### config.mk
export PLATFORM = sky130hd
export DESIGN_NAME = audio_serial_tx_clock_enable
export DESIGN_NICKNAME = d
export VERILOG_FILES = /design/src/shared/audio_tx_pkg.sv /design/src/logic/audio_serial_tx_clock_enable.sv
export SDC_FILE = /design/constraint.sdc
export NUM_CORES = 1
export LEC_CHECK = 0
export BUFFER_PORTS_ARGS = -buffer_cell sky130_fd_sc_hd__clkbuf_2
export CELL_PAD_IN_SITES_DETAIL_PLACEMENT = 1
export CELL_PAD_IN_SITES_GLOBAL_PLACEMENT = 1
export CORE_MARGIN = 1
export CORE_UTILIZATION = 50
export CTS_CLUSTER_DIAMETER = 80
export CTS_CLUSTER_SIZE = 24
export DETAILED_ROUTE_END_ITERATION = 10
export GPL_ROUTABILITY_DRIVEN = 0
export PLACE_DENSITY_LB_ADDON = 0.08
export SLEW_MARGIN = 10
export SYNTH_ARGS = -nofsm -noshare
export SYNTH_HDL_FRONTEND = slang
export SYNTH_SLANG_ARGS = --single-unit
### constraint.sdc
create_clock -name clk_i -period 3.7 [get_ports clk_i]
set_clock_uncertainty 0.05 [all_clocks]
set_input_delay 0 -clock clk_i [delete_from_list [all_inputs] [get_ports clk_i]]
set_output_delay 0 -clock clk_i [all_outputs]
set_load 0.01 [all_outputs]
### src/shared/audio_tx_pkg.sv
// Constants, register map and types of the serial audio transmit clock and lane-enable block.
// Operation
// - Edge select clear: launch rising, sample falling.
// - Edge select set: launch falling, sample rising.
// - Sync polarity: clear high start, set low.
// - High-frequency polarity also swaps launch/capture edges.
// - Bit-clock dir set: internal clock drives pin.
// - Bit-clock dir clear: external clock from pin.
// - Synchronous mode also clocks the receive side.
// - Frame-sync dir: clear input, set drives sync.
// - High-frequency dir: clear input, set output.
// - Both resets clear the transmit control register.
// - Lane starts on frame sync when enabled; in network mode the code also starts an unblocked lane at any word boundary.
// - Disable finishes current word, then output floats.
// - Shared pin receives or floats by enables.
// - Network re-enable waits for the next frame.
// - Both resets clear the clock control register.
// - Sync pin serves receivers only in synchronous mode.
package audio_tx_pkg;
  // Wishbone byte offsets of the register words.
  localparam logic [5:0] OFS_TX_CONTROL = 6'h00;
  localparam logic [5:0] OFS_TX_CLOCK_CONTROL = 6'h04;
  localparam logic [5:0] OFS_RX_CONTROL = 6'h08;
  localparam logic [5:0] OFS_STATUS = 6'h0c;
  localparam logic [5:0] OFS_SOFT_RESET = 6'h10;
  localparam logic [5:0] OFS_TX_DATA0 = 6'h14;
  // Sizes.
  localparam int NUM_LANES = 5;
  localparam int NUM_SHARED = 3;
  localparam int WORD_BITS = 24;
  localparam logic [4:0] LAST_BIT = 5'h17;
  localparam logic [1:0] NET_LAST_SLOT = 2'h1;
  // Transmit control field positions.
  localparam int NET_MODE_BIT = 8;
  localparam logic [23:0] TX_CONTROL_WMASK = 24'hfbffff;
  localparam logic [23:0] CONTROL_RESET = 24'h000000;
  // Clock control field positions.
  localparam int EDGE_SEL_BIT = 18;
  localparam int FSYNC_POL_BIT = 19;
  localparam int HF_POL_BIT = 20;
  localparam int BITCLK_DIR_BIT = 21;
  localparam int FSYNC_DIR_BIT = 22;
  localparam int HF_DIR_BIT = 23;
  // Receive control field positions: mode at 0, receive lane enables 1..3.
  localparam int SYNC_MODE_BIT = 0;
  localparam int SOFT_RESET_BIT = 0;
  // Internal bit clock timing.
  localparam int CLK_PERIOD_NS = 100;
  localparam int BITCLK_HALF_NS = 500;
  localparam logic [3:0] BITCLK_HALF_CYC = 4'((BITCLK_HALF_NS + CLK_PERIOD_NS - 1) / CLK_PERIOD_NS);
  // Lane states, Gray coded along idle, shifting, blocked.
  typedef enum logic [1:0] {
    LANE_IDLE = 2'b00,
    LANE_SHIFT = 2'b01,
    LANE_BLOCKED = 2'b11
  } lane_state_type;
endpackage

### src/logic/audio_serial_tx_clock_enable.sv
// Transmit clocking, frame sync and five-lane enable logic of the serial audio port.
//
// The register addresses and the Wishbone register port are this design's own decisions.
`timescale 1ns/100ps
`default_nettype none
module audio_serial_tx_clock_enable (
  input wire logic clk_i, // System clock, 10 MHz.
  input wire logic rst_i, // Synchronous reset, active high.
  input wire logic wb_cyc_i, // Bus cycle.
  input wire logic wb_stb_i, // Bus strobe.
  input wire logic wb_we_i, // Bus write.
  input wire logic [5:0] wb_adr_i, // Bus byte address.
  input wire logic [3:0] wb_sel_i, // Bus byte enables.
  input wire logic [31:0] wb_dat_i, // Bus write data.
  output logic [31:0] wb_dat_o, // Bus read data.
  output logic wb_ack_o, // Bus acknowledge.
  input wire logic tx_bit_clock_pin_i, // Bit clock pin level.
  output logic tx_bit_clock_pin_o, // Bit clock pin drive.
  output logic tx_bit_clock_pin_oe_o, // Bit clock pin enable.
  input wire logic tx_frame_sync_pin_i, // Frame sync pin level.
  output logic tx_frame_sync_pin_o, // Frame sync pin drive.
  output logic tx_frame_sync_pin_oe_o, // Frame sync pin enable.
  input wire logic tx_hf_clock_pin_i, // High-frequency clock pin level.
  output logic tx_hf_clock_pin_o, // High-frequency clock pin drive.
  output logic tx_hf_clock_pin_oe_o, // High-frequency clock pin enable.
  output logic [audio_tx_pkg::NUM_LANES-1:0] ser_lane_pin_o, // Lane data pins 0..4.
  output logic [audio_tx_pkg::NUM_LANES-1:0] ser_lane_pin_oe_o, // Lane data pin enables.
  input wire logic [audio_tx_pkg::NUM_SHARED-1:0] shared_ser_pin_i, // Levels of lane pins 2..4.
  output logic [audio_tx_pkg::NUM_SHARED-1:0] rx_shared_bit_o, // Received bit of pins 2..4.
  output logic [audio_tx_pkg::NUM_SHARED-1:0] rx_shared_valid_o, // Pins 2..4 act as inputs.
  output logic rx_bit_tick_o, // Receive sample strobe in synchronous mode.
  output logic rx_frame_start_o // Receive frame start in synchronous mode.
);
  import audio_tx_pkg::*;

  // All state of the block.
  typedef struct packed {
    logic [23:0] tx_control; // Transmit control register.
    logic [23:0] tx_clock_control; // Transmit clock control register.
    logic [3:0] rx_control_reg; // Receive control register.
    logic [NUM_LANES-1:0][23:0] data; // Transmit data registers.
    logic [NUM_LANES-1:0] full; // Data register holds an unsent word.
    logic [NUM_LANES-1:0][23:0] shift; // Shift registers.
    lane_state_type [NUM_LANES-1:0] lst; // Lane states.
    logic [4:0] bitcnt; // Bit position in the word.
    logic [1:0] slot; // Word slot in the frame.
    logic frame_pend; // External frame start awaits a launch edge.
    logic fs_prev; // Active sync level at the previous capture.
    logic [3:0] div; // Internal bit clock divider.
    logic bclk_int; // Internal bit clock.
    logic bclk_prev; // Previous selected bit clock level.
    logic hf_int; // Internal high-frequency clock.
    logic bclk_s1; // Synchroniser stages.
    logic bclk_s2;
    logic fs_s1;
    logic fs_s2;
    logic hf_s1;
    logic hf_s2;
    logic hf_s3;
    logic [NUM_SHARED-1:0] sh_s1;
    logic [NUM_SHARED-1:0] sh_s2;
    logic fs_gen; // Generated frame sync, active high.
    logic fs_o; // Frame sync pin drive.
    logic [NUM_LANES-1:0] lane_o; // Lane pin drive.
    logic [NUM_LANES-1:0] lane_oe; // Lane pin enable.
    logic [NUM_SHARED-1:0] rx_bit; // Received shared-pin bits.
    logic [NUM_SHARED-1:0] rx_valid; // Shared pins acting as inputs.
    logic rx_tick; // Receive sample strobe.
    logic rx_fs; // Receive frame start.
    logic ack; // Bus acknowledge.
    logic [31:0] dat; // Bus read data.
  } state_type;

  state_type r; // Registered state.
  state_type n; // Next state.
  logic bsel; // Selected bit clock level.
  logic launch; // Launch edge of the bit clock.
  logic capture; // Capture edge of the bit clock.
  logic launch_fall; // Launch on the falling edge.
  logic fstart; // Frame starts at this launch.
  logic wbound; // Word boundary at this launch.
  logic req; // New bus request.
  logic fs_act; // Sampled sync at its active level.
  logic [31:0] mw; // Register word after a byte-lane merge.

  // Byte-lane merge of a write into a register word.
  function automatic logic [31:0] merge(input logic [31:0] old, input logic [31:0] wd, input logic [3:0] sel);
    logic [31:0] res;
    res = old;
    for (int b = 0; b < 4; b++) begin
      if (sel[b]) begin
        res[b*8 +: 8] = wd[b*8 +: 8];
      end
    end
    return res;
  endfunction

  // Lane index of a data register address, or 7 when the address is not one.
  function automatic logic [2:0] data_lane(input logic [5:0] adr);
    logic [2:0] idx;
    idx = 3'h7;
    for (int l = 0; l < NUM_LANES; l++) begin
      if (adr == OFS_TX_DATA0 + 6'(4 * l)) begin
        idx = 3'(l);
      end
    end
    return idx;
  endfunction

  // Next-state logic: bus slave, clocks, frame timing and lanes.
  always_comb begin
    n = r;
    mw = 32'h00000000;
    req = wb_cyc_i && wb_stb_i && !r.ack;
    // Synchronisers; only the second stage and later are read.
    n.bclk_s1 = tx_bit_clock_pin_i;
    n.bclk_s2 = r.bclk_s1;
    n.fs_s1 = tx_frame_sync_pin_i;
    n.fs_s2 = r.fs_s1;
    n.hf_s1 = tx_hf_clock_pin_i;
    n.hf_s2 = r.hf_s1;
    n.hf_s3 = r.hf_s2;
    n.sh_s1 = shared_ser_pin_i;
    n.sh_s2 = r.sh_s1;
    // High-frequency clock runs at half the system clock.
    n.hf_int = !r.hf_int;
    // Internal bit clock counts system clocks or external high-frequency edges.
    if (r.tx_clock_control[HF_DIR_BIT] || (r.hf_s2 && !r.hf_s3)) begin
      if (r.div == BITCLK_HALF_CYC - 4'h1) begin
        n.div = 4'h0;
        n.bclk_int = !r.bclk_int;
      end else begin
        n.div = r.div + 4'h1;
      end
    end
    // Bit clock source: internal when the direction bit is set, the pin otherwise.
    bsel = r.tx_clock_control[BITCLK_DIR_BIT] ? r.bclk_int : r.bclk_s2;
    n.bclk_prev = bsel;
    launch_fall = r.tx_clock_control[EDGE_SEL_BIT] ^ r.tx_clock_control[HF_POL_BIT];
    launch = launch_fall ? (!bsel && r.bclk_prev) : (bsel && !r.bclk_prev);
    capture = launch_fall ? (bsel && !r.bclk_prev) : (!bsel && r.bclk_prev);
    // Frame start: end of the last slot when generated, a detected edge otherwise.
    if (r.tx_clock_control[FSYNC_DIR_BIT]) begin
      fstart = (r.bitcnt == LAST_BIT) && (!r.tx_control[NET_MODE_BIT] || r.slot == NET_LAST_SLOT);
    end else begin
      fstart = r.frame_pend;
    end
    wbound = launch && (fstart || r.bitcnt == LAST_BIT);
    fs_act = r.fs_s2 ^ r.tx_clock_control[FSYNC_POL_BIT];
    n.rx_tick = r.rx_control_reg[SYNC_MODE_BIT] && capture;
    n.rx_fs = 1'b0;
    // Capture edge: detect external frame start and sample shared pins.
    if (capture) begin
      n.fs_prev = fs_act;
      if (!r.tx_clock_control[FSYNC_DIR_BIT] && fs_act && !r.fs_prev) begin
        n.frame_pend = 1'b1;
      end
      for (int k = 0; k < NUM_SHARED; k++) begin
        n.rx_bit[k] = r.rx_valid[k] && r.sh_s2[k];
      end
    end
    // Shared pin acts as receive input only with its lane off and receiver on.
    for (int k = 0; k < NUM_SHARED; k++) begin
      n.rx_valid[k] = !r.tx_control[k + 2] && r.rx_control_reg[NUM_SHARED - k];
    end
    // Launch edge: bit and slot counting, sync generation and lane shifting.
    if (launch) begin
      n.frame_pend = 1'b0;
      n.fs_gen = r.tx_clock_control[FSYNC_DIR_BIT] && fstart;
      n.fs_o = n.fs_gen ^ r.tx_clock_control[FSYNC_POL_BIT];
      n.rx_fs = r.rx_control_reg[SYNC_MODE_BIT] && fstart;
      if (fstart) begin
        n.bitcnt = 5'h00;
        n.slot = 2'h0;
      end else if (r.bitcnt == LAST_BIT) begin
        n.bitcnt = 5'h00;
        n.slot = r.slot + 2'h1;
      end else begin
        n.bitcnt = r.bitcnt + 5'h01;
      end
      for (int l = 0; l < NUM_LANES; l++) begin
        if (wbound) begin
          // Enable changes act only here, so words are never cut short.
          if (r.tx_control[l] && (fstart || (r.tx_control[NET_MODE_BIT] && r.lst[l] != LANE_BLOCKED))) begin
            n.lst[l] = LANE_SHIFT;
            n.lane_o[l] = r.data[l][23];
            n.shift[l] = {r.data[l][22:0], 1'b0};
            n.full[l] = 1'b0;
          end else if (!r.tx_control[l] && r.tx_control[NET_MODE_BIT] && !fstart) begin
            n.lst[l] = LANE_BLOCKED;
          end else if (r.lst[l] != LANE_BLOCKED || fstart) begin
            n.lst[l] = LANE_IDLE;
          end
        end else if (r.lst[l] == LANE_SHIFT) begin
          n.lane_o[l] = r.shift[l][23];
          n.shift[l] = {r.shift[l][22:0], 1'b0};
        end
      end
    end
    for (int l = 0; l < NUM_LANES; l++) begin
      n.lane_oe[l] = (n.lst[l] == LANE_SHIFT);
    end
    // Bus slave: one-cycle answer, write takes effect with the answer.
    n.ack = req;
    n.dat = 32'h00000000;
    if (req && wb_we_i) begin
      case (wb_adr_i)
        OFS_TX_CONTROL: begin
          mw = merge({8'h00, r.tx_control}, wb_dat_i, wb_sel_i);
          n.tx_control = mw[23:0] & TX_CONTROL_WMASK;
        end
        OFS_TX_CLOCK_CONTROL: begin
          mw = merge({8'h00, r.tx_clock_control}, wb_dat_i, wb_sel_i);
          n.tx_clock_control = mw[23:0];
        end
        OFS_RX_CONTROL: begin
          mw = merge({28'h0000000, r.rx_control_reg}, wb_dat_i, wb_sel_i);
          n.rx_control_reg = mw[3:0];
        end
        OFS_SOFT_RESET: begin
          if (wb_sel_i[0] && wb_dat_i[SOFT_RESET_BIT]) begin
            n.tx_control = CONTROL_RESET;
            n.tx_clock_control = CONTROL_RESET;
          end
        end
        default: begin
          // Data registers accept writes whether or not the lane is enabled.
          if (data_lane(wb_adr_i) != 3'h7) begin
            mw = merge({8'h00, r.data[data_lane(wb_adr_i)]}, wb_dat_i, wb_sel_i);
            n.data[data_lane(wb_adr_i)] = mw[23:0];
            n.full[data_lane(wb_adr_i)] = 1'b1;
          end
        end
      endcase
    end else if (req) begin
      case (wb_adr_i)
        OFS_TX_CONTROL: begin
          n.dat = {8'h00, r.tx_control};
        end
        OFS_TX_CLOCK_CONTROL: begin
          n.dat = {8'h00, r.tx_clock_control};
        end
        OFS_RX_CONTROL: begin
          n.dat = {28'h0000000, r.rx_control_reg};
        end
        OFS_STATUS: begin
          n.dat = {22'h000000, r.lane_oe, ~r.full};
        end
        default: begin
          if (data_lane(wb_adr_i) != 3'h7) begin
            n.dat = {8'h00, r.data[data_lane(wb_adr_i)]};
          end
        end
      endcase
    end
  end

  // State register with synchronous reset.
  always_ff @(posedge clk_i) begin
    if (rst_i) begin
      r <= '0;
    end else begin
      r <= n;
    end
  end

  // Outputs come straight from state flip-flops.
  assign wb_dat_o = r.dat;
  assign wb_ack_o = r.ack;
  assign tx_bit_clock_pin_o = r.bclk_int;
  assign tx_bit_clock_pin_oe_o = r.tx_clock_control[BITCLK_DIR_BIT];
  assign tx_frame_sync_pin_o = r.fs_o;
  assign tx_frame_sync_pin_oe_o = r.tx_clock_control[FSYNC_DIR_BIT];
  assign tx_hf_clock_pin_o = r.hf_int;
  assign tx_hf_clock_pin_oe_o = r.tx_clock_control[HF_DIR_BIT];
  assign ser_lane_pin_o = r.lane_o;
  assign ser_lane_pin_oe_o = r.lane_oe;
  assign rx_shared_bit_o = r.rx_bit;
  assign rx_shared_valid_o = r.rx_valid;
  assign rx_bit_tick_o = r.rx_tick;
  assign rx_frame_start_o = r.rx_fs;
endmodule // audio_serial_tx_clock_enable
`default_nettype wire

==> impl_metrics.csv, run 1 <==
group,metric,value,unit
status,status,"complete, no violations",
logic_synthesis,syn_area_per_cell,8.63,um^2
logic_synthesis,syn_area,0.0162,mm^2
power_and_ir_drop,power-per-cell-area,393,mW/mm^2
setup_path,cpPeakStageDelay,0.73,ns
sta,fin_setup_tns,0,ns
setup_path,start_kind,"register",
clock_network,postCtsSetupRepairBufs,0,
grt,track_usage,0.326,
setup_path,endpoint_kind,"register",
job,drv_cap,0,
sta,fin_crit,3.16,ns
sta,setup_viol,0,
power_and_ir_drop,vdd_drop_max,0.359,mV
logic_synthesis,synth.yosys.seq_area_share,0.461,
route,post_drt_wl_per_cell,23.9,um
floorplan,fp.dieW,182,um
sta,slew-limit-headroom,0.246,
clock_network,tritoncts,"yes",
logic_synthesis,synthFlopType,"dfxtp_1",
clock_network,cts_buffer_depth,3,
clock_network,cts-htree-levels,1,
logic_synthesis,yosysWarnings,0,
route,drt_wl_total,54600,um
logic_synthesis,synth-seq-cells,374,
logic_synthesis,synthArstFlopShare,0,
route,drc_errors,0,
logic_synthesis,netlist_instances,1881,
route,via_count,14710,
grt,antenna_found_initial,1,
clock_network,root_buffer,"clkbuf_16",
floorplan,rows,65,
sta,finalHoldViolCount,0,
floorplan,start_util,0.512,
setup_path,path_max_fanout,47,
floorplan,core_area,0.0317,mm^2
sta,maxSlewViolCount,0,
floorplan,die_h,182,um
setup_path,arrival,3.55,ns
setup_path,cpMaxStageDelayCell,"and4b_1",
sta,fmax,0.316,GHz
place,dp_cells,2224,
setup_path,criticalPathCategory,"reg2reg",
logic_synthesis,synth-edff-count,0,
clock_network,clk_latency,0.54,ns
grt,grt_pass1_vias,14819,
cells_and_area,final_cell_count_no_fill,2288,
grt,grt_pass1_wl,85600,um
sta,worst_pin_slew,1.13,ns
setup_path,cp.required,4.09,ns
floorplan,fp.dieArea,0.0332,mm^2
place,dp_hpwl,37500,um
route,via_per_inst,6.43,
sta,fin_crit_sh,0.855,
setup_path,path_cells,"ha_1, and4b_1, o221ai_1, a222oi_1, buf_12, nor2_1, a311oi_1",
route,drt_first_pass_iters,6,
grt,overflow,0,
clock_network,cts_sinks,374,
logic_synthesis,ys_types,76,
sta,rsz0062_at_grt,"false",
clock_network,cts_buffers,20,
cells_and_area,syn_to_final_growth,8.38,%
route,antenna_left,0,
cells_and_area,finish.utilization,0.555,
place,io_buffers,92,
min_path,hold_path_class,"in2reg",
route,drt-initial-drc-count,1194,
power_and_ir_drop,total_leakage_power,5.89,nW
cells_and_area,fin_nets,1936,
cells_and_area,drive_gt1_frac,0.118,
floorplan,io_pins,110,
clock_network,path_clk_slew,0.10,ns
grt,grt_max_degree,84,
-- layer usage --
metal,vias to the layer above,share of wire,global-route usage
met5,-,0,0
met4,0,0.045,0.145
met3,109,0.041,0.0241
met2,457,0.49,0.565
met1,7374,0.42,0.417
li1,6770,-,-
-- logic make-up (layout without fill, tap and decap cells) --
kind of cell,count (synthesis),count (layout),share of synthesized area
flip-flops,374,374,0.461
AND/OR/NAND/NOR,604,604,0.170
multiplexers,54,54,0.0335
AO/OA/AOI/OAI,615,615,0.263
buffers and inverters,225,222,0.0674
other,1,9,0.000231
XOR/XNOR,4,4,0.00216
adder cells (fa/ha/maj),4,4,0.00308
-- power by group --
part	leakage (nW)	switching, mW	internal, mW
logic	2.58	0.251	0.0980
clock network	0.302	1.37	1.15
registers	3.01	0.00718	4.03
-- per-stage QoR --
| stage | hold slack [ns] | setup WS, ns | power, mW | area, um^2 |
|---|---|---|---|---|
| global route | 0.0848 | 0.310 | 7.10 | 17600 |
| floorplan | 0.0782 | 1.31 | 4.32 | 16300 |
| global placement | 0.161 | 0.623 | 4.44 | 16600 |
| detailed placement | 0.167 | 0.575 | 4.45 | 16600 |
| CTS | 0.0796 | 0.514 | 6.94 | 17600 |
| finish | 0.0695 | 0.536 | 6.91 | 17600 |
-- flip-flops by register name, indices dropped and copies added (netlist names), 3 cells and up --
register / flops
r: 318
ser_lane_pin_o: 5
wb_dat_o: 24
ser_lane_pin_oe_o: 5
n: 7
rx_shared_bit_o: 3
rx_shared_valid_o: 3
-- synthesized netlist by cell type (4+ instances only) --
library cell,n,share of area
o21ai_0,121,0.037
a211oi_1,54,0.025
a221o_1,9,0.0056
nand2b_1,23,0.0089
nand4_1,4,0.0015
nor4_1,7,0.0027
nand3b_1,4,0.0019
and2_1,7,0.0027
dfxtp_1,374,0.46
a311o_1,10,0.0062
nand2_1,318,0.074
o21a_1,9,0.0042
a311oi_1,70,0.038
a21boi_0,6,0.0028
a222oi_1,22,0.014
nor3b_1,6,0.0028
o311ai_2,4,0.0040
buf_2,22,0.0068
buf_4,55,0.025
o221a_2,12,0.0083
nor2b_1,25,0.0096
nor2_1,108,0.025
mux2i_1,52,0.032
nor2_2,4,0.0015
o21ba_2,5,0.0031
nand4b_1,7,0.0038
inv_1,20,0.0046
nor3_1,5,0.0015
a32o_1,20,0.012
buf_1,4,0.00092
o31ai_2,4,0.0031
or3_1,10,0.0039
and3_1,12,0.0046
o21ai_1,22,0.0068
clkbuf_1,121,0.028
o221ai_1,18,0.0097
a31oi_1,12,0.0046
ha_1,4,0.0031
a21oi_1,176,0.054
nand3_1,45,0.014
a22oi_1,18,0.0083
-- placed cells by master, fill, tap and decap left out, types with 18 or more instances in the layout --
cell,count
dfxtp_1,374
nand2_1,316
a21oi_1,176
o21ai_0,121
nor2_1,107
clkbuf_2,91
a311oi_1,70
a211oi_1,54
mux2i_1,52
nand3_1,45
buf_4,44
dlygate4sd3_1,35
nor2b_1,25
nand2b_1,23
a222oi_1,22
o21ai_1,21
clkbuf_16,21
inv_1,20
a32o_1,20
a22oi_1,18
o221ai_1,18
-- area by class of cell --
cell class	count	area (um^2)
fillers	3719	14100
multi-input cells	1289	7700
flip-flops and latches	374	7490
repair buffers	174	1210
clock buffers	23	553
well taps	402	503
inverters	20	75.1
clock inverters	5	62.6
diodes	1	2.50
-- final timing paths --
kind	start	end	slack, ns	depth (start not counted)
max	r[77]	r[196]	0.54	7
min	wb_sel_i[1]	r[225]	0.07	4
max reg2reg	r[77]	r[196]	0.54	7
min reg2reg	tx_hf_clock_pin_o	tx_hf_clock_pin_o	0.37	1
-- critical path: cells and delay by family (launching register included) --
kind	cells	cell delay, ns
adders and majority gates	1	0.28
AOI/OAI and AO/OA	3	1.18
buffers and inverters	1	0.30
and+or+nand+nor	2	0.82
DFF	1	0.39
-- timing repair --
action	in CTS	in global routing
endpoints found under the setup margin	0	0
gates resized for setup	0	0
endpoints found under the hold margin	68	0
hold buffers	35	0
Power figures use the tool's default switching activity.
==> run 2: changes to the inputs <==
--- a/config.mk
+++ b/config.mk
@@ -5,11 +5,12 @@
 export SDC_FILE = /design/constraint.sdc
 export NUM_CORES = 1
 export LEC_CHECK = 0
+export ABC_AREA = 1
 export BUFFER_PORTS_ARGS = -buffer_cell sky130_fd_sc_hd__clkbuf_2
 export CELL_PAD_IN_SITES_DETAIL_PLACEMENT = 1
 export CELL_PAD_IN_SITES_GLOBAL_PLACEMENT = 1
 export CORE_MARGIN = 1
-export CORE_UTILIZATION = 50
+export CORE_UTILIZATION = 48
 export CTS_CLUSTER_DIAMETER = 80
 export CTS_CLUSTER_SIZE = 24
 export DETAILED_ROUTE_END_ITERATION = 10
==> run 2 against run 1 <==
Area after synthesis increased by 7.9%. First-iteration DRC count increased by 2.8%. Sequential share of layout area fell by 3.3 points. Wire length increased by 17%. Utilization shrank 2.1 points. Register-to-register slack better by 0.23 ns. Hold slack improved by 0.0080 ns. Design area up 8.4%. Die area increased by 12%. Maximum frequency up 8.0%. Synthesized cell count increased by 34%. Sequential power about the same.
==> impl_metrics.csv, run 2 <==
group,metric,value,unit
status,status,"complete, no violations",
power_and_ir_drop,p_switching,1.92,mW
clock_network,clk_latency,0.57,ns
setup_path,crit_path_frequent_cell,"dlygate4sd3_1",
power_and_ir_drop,pwr-share-clk,0.410,
grt,grt_max_degree,198,
min_path,min_path_cells,4,
power_and_ir_drop,power-per-cell-area,393,mW/mm^2
clock_network,root_buffer,"clkbuf_16",
grt,grt_pass1_vias,17263,
cells_and_area,layout_common_cells,"nand2_1, dfxtp_1, a21oi_1",
cells_and_area,largest_reg_flops,318,
clock_network,cts_buffer_depth,3,
setup_path,cpPeakStageDelay,0.60,ns
logic_synthesis,synth-seq-cells,374,
floorplan,core_area,0.0357,mm^2
logic_synthesis,synth_top_area_frac,0.427,
grt,busiest_layer,"met2",
cells_and_area,regMostFlops,"r",
logic_synthesis,yosysWarnings,0,
setup_path,critPathTopFamily,"buffers and inverters",
power_and_ir_drop,combPwrFrac,0.050,
place,dp_hpwl,42500,um
grt,met1_usage,0.433,
grt,grt_use_met2,0.580,
cells_and_area,fill_cells,4725,
sta,rsz0062_at_grt,"false",
grt,grt_pass1_wl,97600,um
cells_and_area,n_antenna_cell,0,
clock_network,cts_sinks,374,
route,antenna_left,0,
sta,fin_crit,2.93,ns
clock_network,cts-htree-levels,1,
logic_synthesis,synth-edff-count,0,
route,via_per_inst,5.72,
sta,fin_setup_tns,0,ns
floorplan,fp.dieW,193,um
clock_network,path_clk_slew,0.10,ns
floorplan,rows,69,
sta,finalHoldViolCount,0,
logic_synthesis,yosys.area.top_type,"dfxtp_1",
route,via_count,17185,
setup_path,arrival,3.39,ns
clock_network,hold_buffers,42,
route,drt_first_pass_iters,5,
setup_path,cp.required,4.17,ns
cells_and_area,drive_gt1_frac,0.0893,
logic_synthesis,synthFlopType,"dfxtp_1",
logic_synthesis,ys_types,47,
route,post_drt_wl_per_cell,21.2,um
route,drt-initial-drc-count,1227,
sta,maxSlewViolCount,0,
grt,use_met3,0.0434,
logic_synthesis,synth.most_common_cell,"nand2_1",
logic_synthesis,syn_area,0.0175,mm^2
min_path,hold_path_class,"in2reg",
power_and_ir_drop,swShare,0.256,
logic_synthesis,synth.yosys.seq_area_share,0.427,
setup_path,path_max_fanout,10,
clock_network,ctsResizeCount,0,
floorplan,die_h,193,um
power_and_ir_drop,vdd_drop_max,0.303,mV
setup_path,reg2reg_depth,7,
setup_path,cpMaxStageDelayCell,"dlygate4sd3_1",
sta,worst_pin_slew,0.979,ns
setup_path,cp_num_buf_inv,2,
setup_path,endpoint_kind,"register",
sta,slew-limit-headroom,0.345,
power_and_ir_drop,intPower,5.57,mW
route,drc_errors,0,
setup_path,path_cells,"nor3b_2, o21ai_1, nor2_4, nand4_1, dlygate4sd3_1, a21oi_1, dlygate4sd3_1",
route,drt_wl_total,63800,um
sta,fin_crit_sh,0.792,
logic_synthesis,netlist_instances,2520,
logic_synthesis,synthArstFlopShare,0,
job,drv_cap,0,
power_and_ir_drop,p_total,7.49,mW
grt,overflow,0,
floorplan,start_util,0.490,
logic_synthesis,yosys-top-cells-count,"nand2_1, dfxtp_1, a21oi_1",
grt,track_usage,0.341,
cells_and_area,finish.utilization,0.534,
setup_path,criticalPathCategory,"reg2reg",
cells_and_area,syn_to_final_growth,8.88,%
clock_network,cts_buffers,24,
sta,fmax,0.341,GHz
power_and_ir_drop,pwr-share-seq,0.540,
clock_network,postCtsSetupRepairBufs,0,
floorplan,io_pins,110,
logic_synthesis,syn_area_per_cell,6.95,um^2
cells_and_area,mostFrequentLayoutCell,"nand2_1",
sta,setup_viol,0,
logic_synthesis,synth_area_leaders,"dfxtp_1, nand2_1, a21oi_1, nand3_1, inv_1",
setup_path,crit_cells,7,
power_and_ir_drop,total_leakage_power,8.02,nW
floorplan,fp.dieArea,0.0373,mm^2
cells_and_area,fin_nets,2583,
setup_path,start_kind,"register",
clock_network,tritoncts,"yes",
place,io_buffers,92,
grt,antenna_found_initial,1,
==> run 2: logic make-up after synthesis <==
family | count (synthesis) | synth area share
compound gates | 560 | 0.167
flops | 374 | 0.427
simple gates | 1102 | 0.277
other cells | 1 | 0.000214
buf+inv | 473 | 0.122
xor+xnor | 6 | 0.00300
fa+ha+maj | 4 | 0.00286
==> run 2: worst paths after layout <==
check,slack [ns],to,from
max,0.77,r[385],wb_ack_o
min,0.08,r[224],wb_sel_i[0]
max reg2reg,0.77,r[385],wb_ack_o
min reg2reg,0.36,r[55],n[55]
==> run 2: layout make-up <==
| type | instances | area, um^2 | area share |
|---|---|---|---|
| well taps | 461 | 577 | 0.0302 |
| multi-input cells | 1680 | 7920 | 0.415 |
| inverters | 276 | 1040 | 0.0546 |
| repair buffers | 170 | 1190 | 0.0626 |
| clock inverters | 17 | 225 | 0.0118 |
| flip-flops and latches | 374 | 7490 | 0.393 |
| clock buffers | 25 | 626 | 0.0328 |
==> run 2: power by group through the flow <==
stage	Clock (mW)	Sequential (mW)	Combinational, mW
after floorplan	0	4.14	0.203
after global placement	0	4.14	0.330
after detailed placement	0	4.14	0.335
after CTS	3.10	4.04	0.367
after global routing	3.24	4.05	0.401
final	3.07	4.04	0.377
==> run 2: per-stage QoR <==
stage | area, um^2 | hold slack, ns | cells | worst slack (ns)
floorplan | 17500 | 0.0570 | 2527 | 1.75
global placement | 17800 | 0.143 | 2919 | 1.08
detailed placement | 17800 | 0.149 | 2919 | 0.973
CTS | 19100 | 0.0253 | 3003 | 0.918
global route | 19100 | 0.101 | 3003 | 0.630
finish | 19100 | 0.0775 | 3003 | 0.770
==> run 2: worst register-to-register path: stages (launching register included) <==
cell           delay, ns
dfxtp_1             0.35
nor3b_2             0.44
o21ai_1             0.19
nor2_4              0.32
nand4_1             0.15
dlygate4sd3_1       0.60
a21oi_1             0.18
dlygate4sd3_1       0.60
==> run 2: metal layers <==
metal  routed length, um  vias up
met2               30700      527
li1                    -     8103
met3                3650      130
met4                2720        0
met5                   0        -
met1               26700     8425
==> run 3: changes to the inputs <==
--- a/config.mk
+++ b/config.mk
@@ -10,7 +10,7 @@
 export CELL_PAD_IN_SITES_DETAIL_PLACEMENT = 1
 export CELL_PAD_IN_SITES_GLOBAL_PLACEMENT = 1
 export CORE_MARGIN = 1
-export CORE_UTILIZATION = 48
+export CORE_UTILIZATION = 44
 export CTS_CLUSTER_DIAMETER = 80
 export CTS_CLUSTER_SIZE = 24
 export DETAILED_ROUTE_END_ITERATION = 10
==> constraint.sdc (replaced) <==
create_clock -name clk_i -period 3 [get_ports clk_i]
set_clock_uncertainty 0.05 [all_clocks]
set_input_delay 0 -clock clk_i [delete_from_list [all_inputs] [get_ports clk_i]]
set_output_delay 0 -clock clk_i [all_outputs]
set_load 0.01 [all_outputs]
==> run 3 against run 2 <==
Via count down 1.6%. Wire length down 2.8%. Largest cell class unchanged. Final cell count up 2.2%.
==> impl_metrics.csv, run 3 (synthesis gave the netlist of run 2 again) <==
group,metric,value,unit
sta,rsz0062_at_grt,"false",
cells_and_area,fin_nets,2594,
sta,setup_ws,0.394,ns
grt,antenna_found_initial,3,
setup_path,path_max_fanout,24,
cells_and_area,regMostFlops,"r",
route,antenna_left,0,
clock_network,tritoncts,"yes",
sta,fin_crit,2.61,ns
setup_path,criticalPathCategory,"reg2reg",
grt,grt_max_degree,153,
place,dp_cells,2988,
clock_network,path_clk_slew,0.10,ns
sta,finalHoldViolCount,0,
status,status,"complete, no violations",
sta,fmax,0.384,GHz
power_and_ir_drop,vdd_drop_max,0.359,mV
cells_and_area,finish.utilization,0.493,
cells_and_area,mostFrequentLayoutCell,"nand2_1",
route,drt_first_pass_iters,5,
setup_path,path_cells,"ha_1, nand3_2, o21ai_2, nand3_4, o21ai_4, nand2_2, nand2_1, a21oi_1",
route,drc_errors,0,
route,post_drt_wl_per_cell,20.2,um
job,drv_cap,0,
cells_and_area,largest_reg_flops,318,
setup_path,timing.rr.start,"r[78]",
clock_network,cts_buffers,23,
sta,fin_crit_sh,0.869,
grt,overflow,0,
grt,grt_pass1_vias,17042,
setup_path,cp_num_buf_inv,0,
floorplan,start_util,0.450,
clock_network,cts_sinks,374,
sta,slew-limit-headroom,0.438,
setup_path,arrival,2.97,ns
setup_path,critPathTopFamily,"simple AND/OR/NAND/NOR gates",
clock_network,clk_latency,0.57,ns
cells_and_area,syn_to_final_growth,9.52,%
place,place_area,0.0180,mm^2
cells_and_area,drive_gt1_frac,0.0933,
floorplan,core_area,0.0389,mm^2
grt,track_usage,0.299,
clock_network,cts_buffer_depth,3,
sta,fin_setup_tns,0,ns
setup_path,crit_start,"r[78]",
cells_and_area,final_area,0.0192,mm^2
power_and_ir_drop,power-per-cell-area,470,mW/mm^2
power_and_ir_drop,p_total,9.02,mW
place,dp_hpwl,43200,um
route,drt-initial-drc-count,1031,
setup_path,cpMaxStageDelayCell,"o21ai_4",
route,drt_wl_total,62000,um
route,via_count,16914,
sta,setup_viol,0,
cells_and_area,n_antenna_cell,0,
floorplan,fp.dieArea,0.0406,mm^2
clock_network,cts-htree-levels,1,
clock_network,root_buffer,"clkbuf_16",
setup_path,endpoint_kind,"register",
sta,maxSlewViolCount,0,
min_path,hold_path_class,"in2reg",
place,place_ws,0.393,ns
floorplan,fp.dieW,202,um
floorplan,rows,72,
sta,whs,0.0320,ns
min_path,hp-start,"wb_adr_i[3]",
power_and_ir_drop,total_leakage_power,8.03,nW
setup_path,start_kind,"register",
grt,grt_pass1_wl,96600,um
setup_path,cp.required,3.36,ns
place,io_buffers,92,
route,via_per_inst,5.51,
clock_network,postCtsSetupRepairBufs,0,
sta,worst_pin_slew,0.843,ns
floorplan,die_h,202,um
cells_and_area,layout_common_cells,"nand2_1, dfxtp_1, a21oi_1",
cells_and_area,final_cell_count_no_fill,3070,
floorplan,io_pins,110,
setup_path,cpPeakStageDelay,0.47,ns
-- run 3: cell count changes in the layout (fill, tap and decap cells not counted) --
cell       before  now
buf_4          33   43
clkbuf_8        0    3
clkinv_4        2    5
clkinv_8        5    2
buf_12          3    5
clkbuf_16      25   23
inv_8           2    0
bufinv_16       2    1
inv_12          0    1
inv_6           3    2
nor2_1        135  134
nor2_2          3    4
-- run 3: area by class of cell --
class                   count  area [um^2]
multi-input cells        1680         7930
repair buffers            182         1310
flip-flops and latches    374         7490
inverters                 276         1040
clock buffers              26          617
clock inverters            14          158
fillers                  5083        19700
well taps                 518          648
-- run 3: repair_timing --
item                                   4_1_cts  5_1_grt
endpoints found under the hold margin      152        0
hold buffers                                42        0
resized for setup                            0        1
setup endpoints to repair                    0        5
-- run 3: worst reg2reg max path: cells and delay by family (launching register included) --
kind	cells	cell delay, ns
simple gates	4	1.05
compound gates	3	0.77
flops	1	0.37
fa+ha+maj	1	0.23
-- run 3: path summary, 6_finish.rpt --
check / to / slack [ns] / depth (start not counted)
min reg2reg: tx_hf_clock_pin_o / 0.37 / 1
max reg2reg: r[156] / 0.39 / 8
max: r[156] / 0.39 / 8
min: r[316] / 0.03 / 5
-- run 3: report_power, final --
part | internal (mW) | leakage [nW] | switching [mW]
registers | 4.98 | 3.01 | 0.00918
clock network | 1.63 | 0.378 | 1.94
logic | 0.121 | 4.64 | 0.336
-- run 3: per-layer routing --
metal / global-route usage / routed length (um) / vias to the layer above
met4: 0.102 / 2180 / 0
met3: 0.0219 / 1920 / 87
met5: 0 / 0 / -
met1: 0.382 / 27200 / 8376
li1: - / - / 8107
met2: 0.531 / 30700 / 344
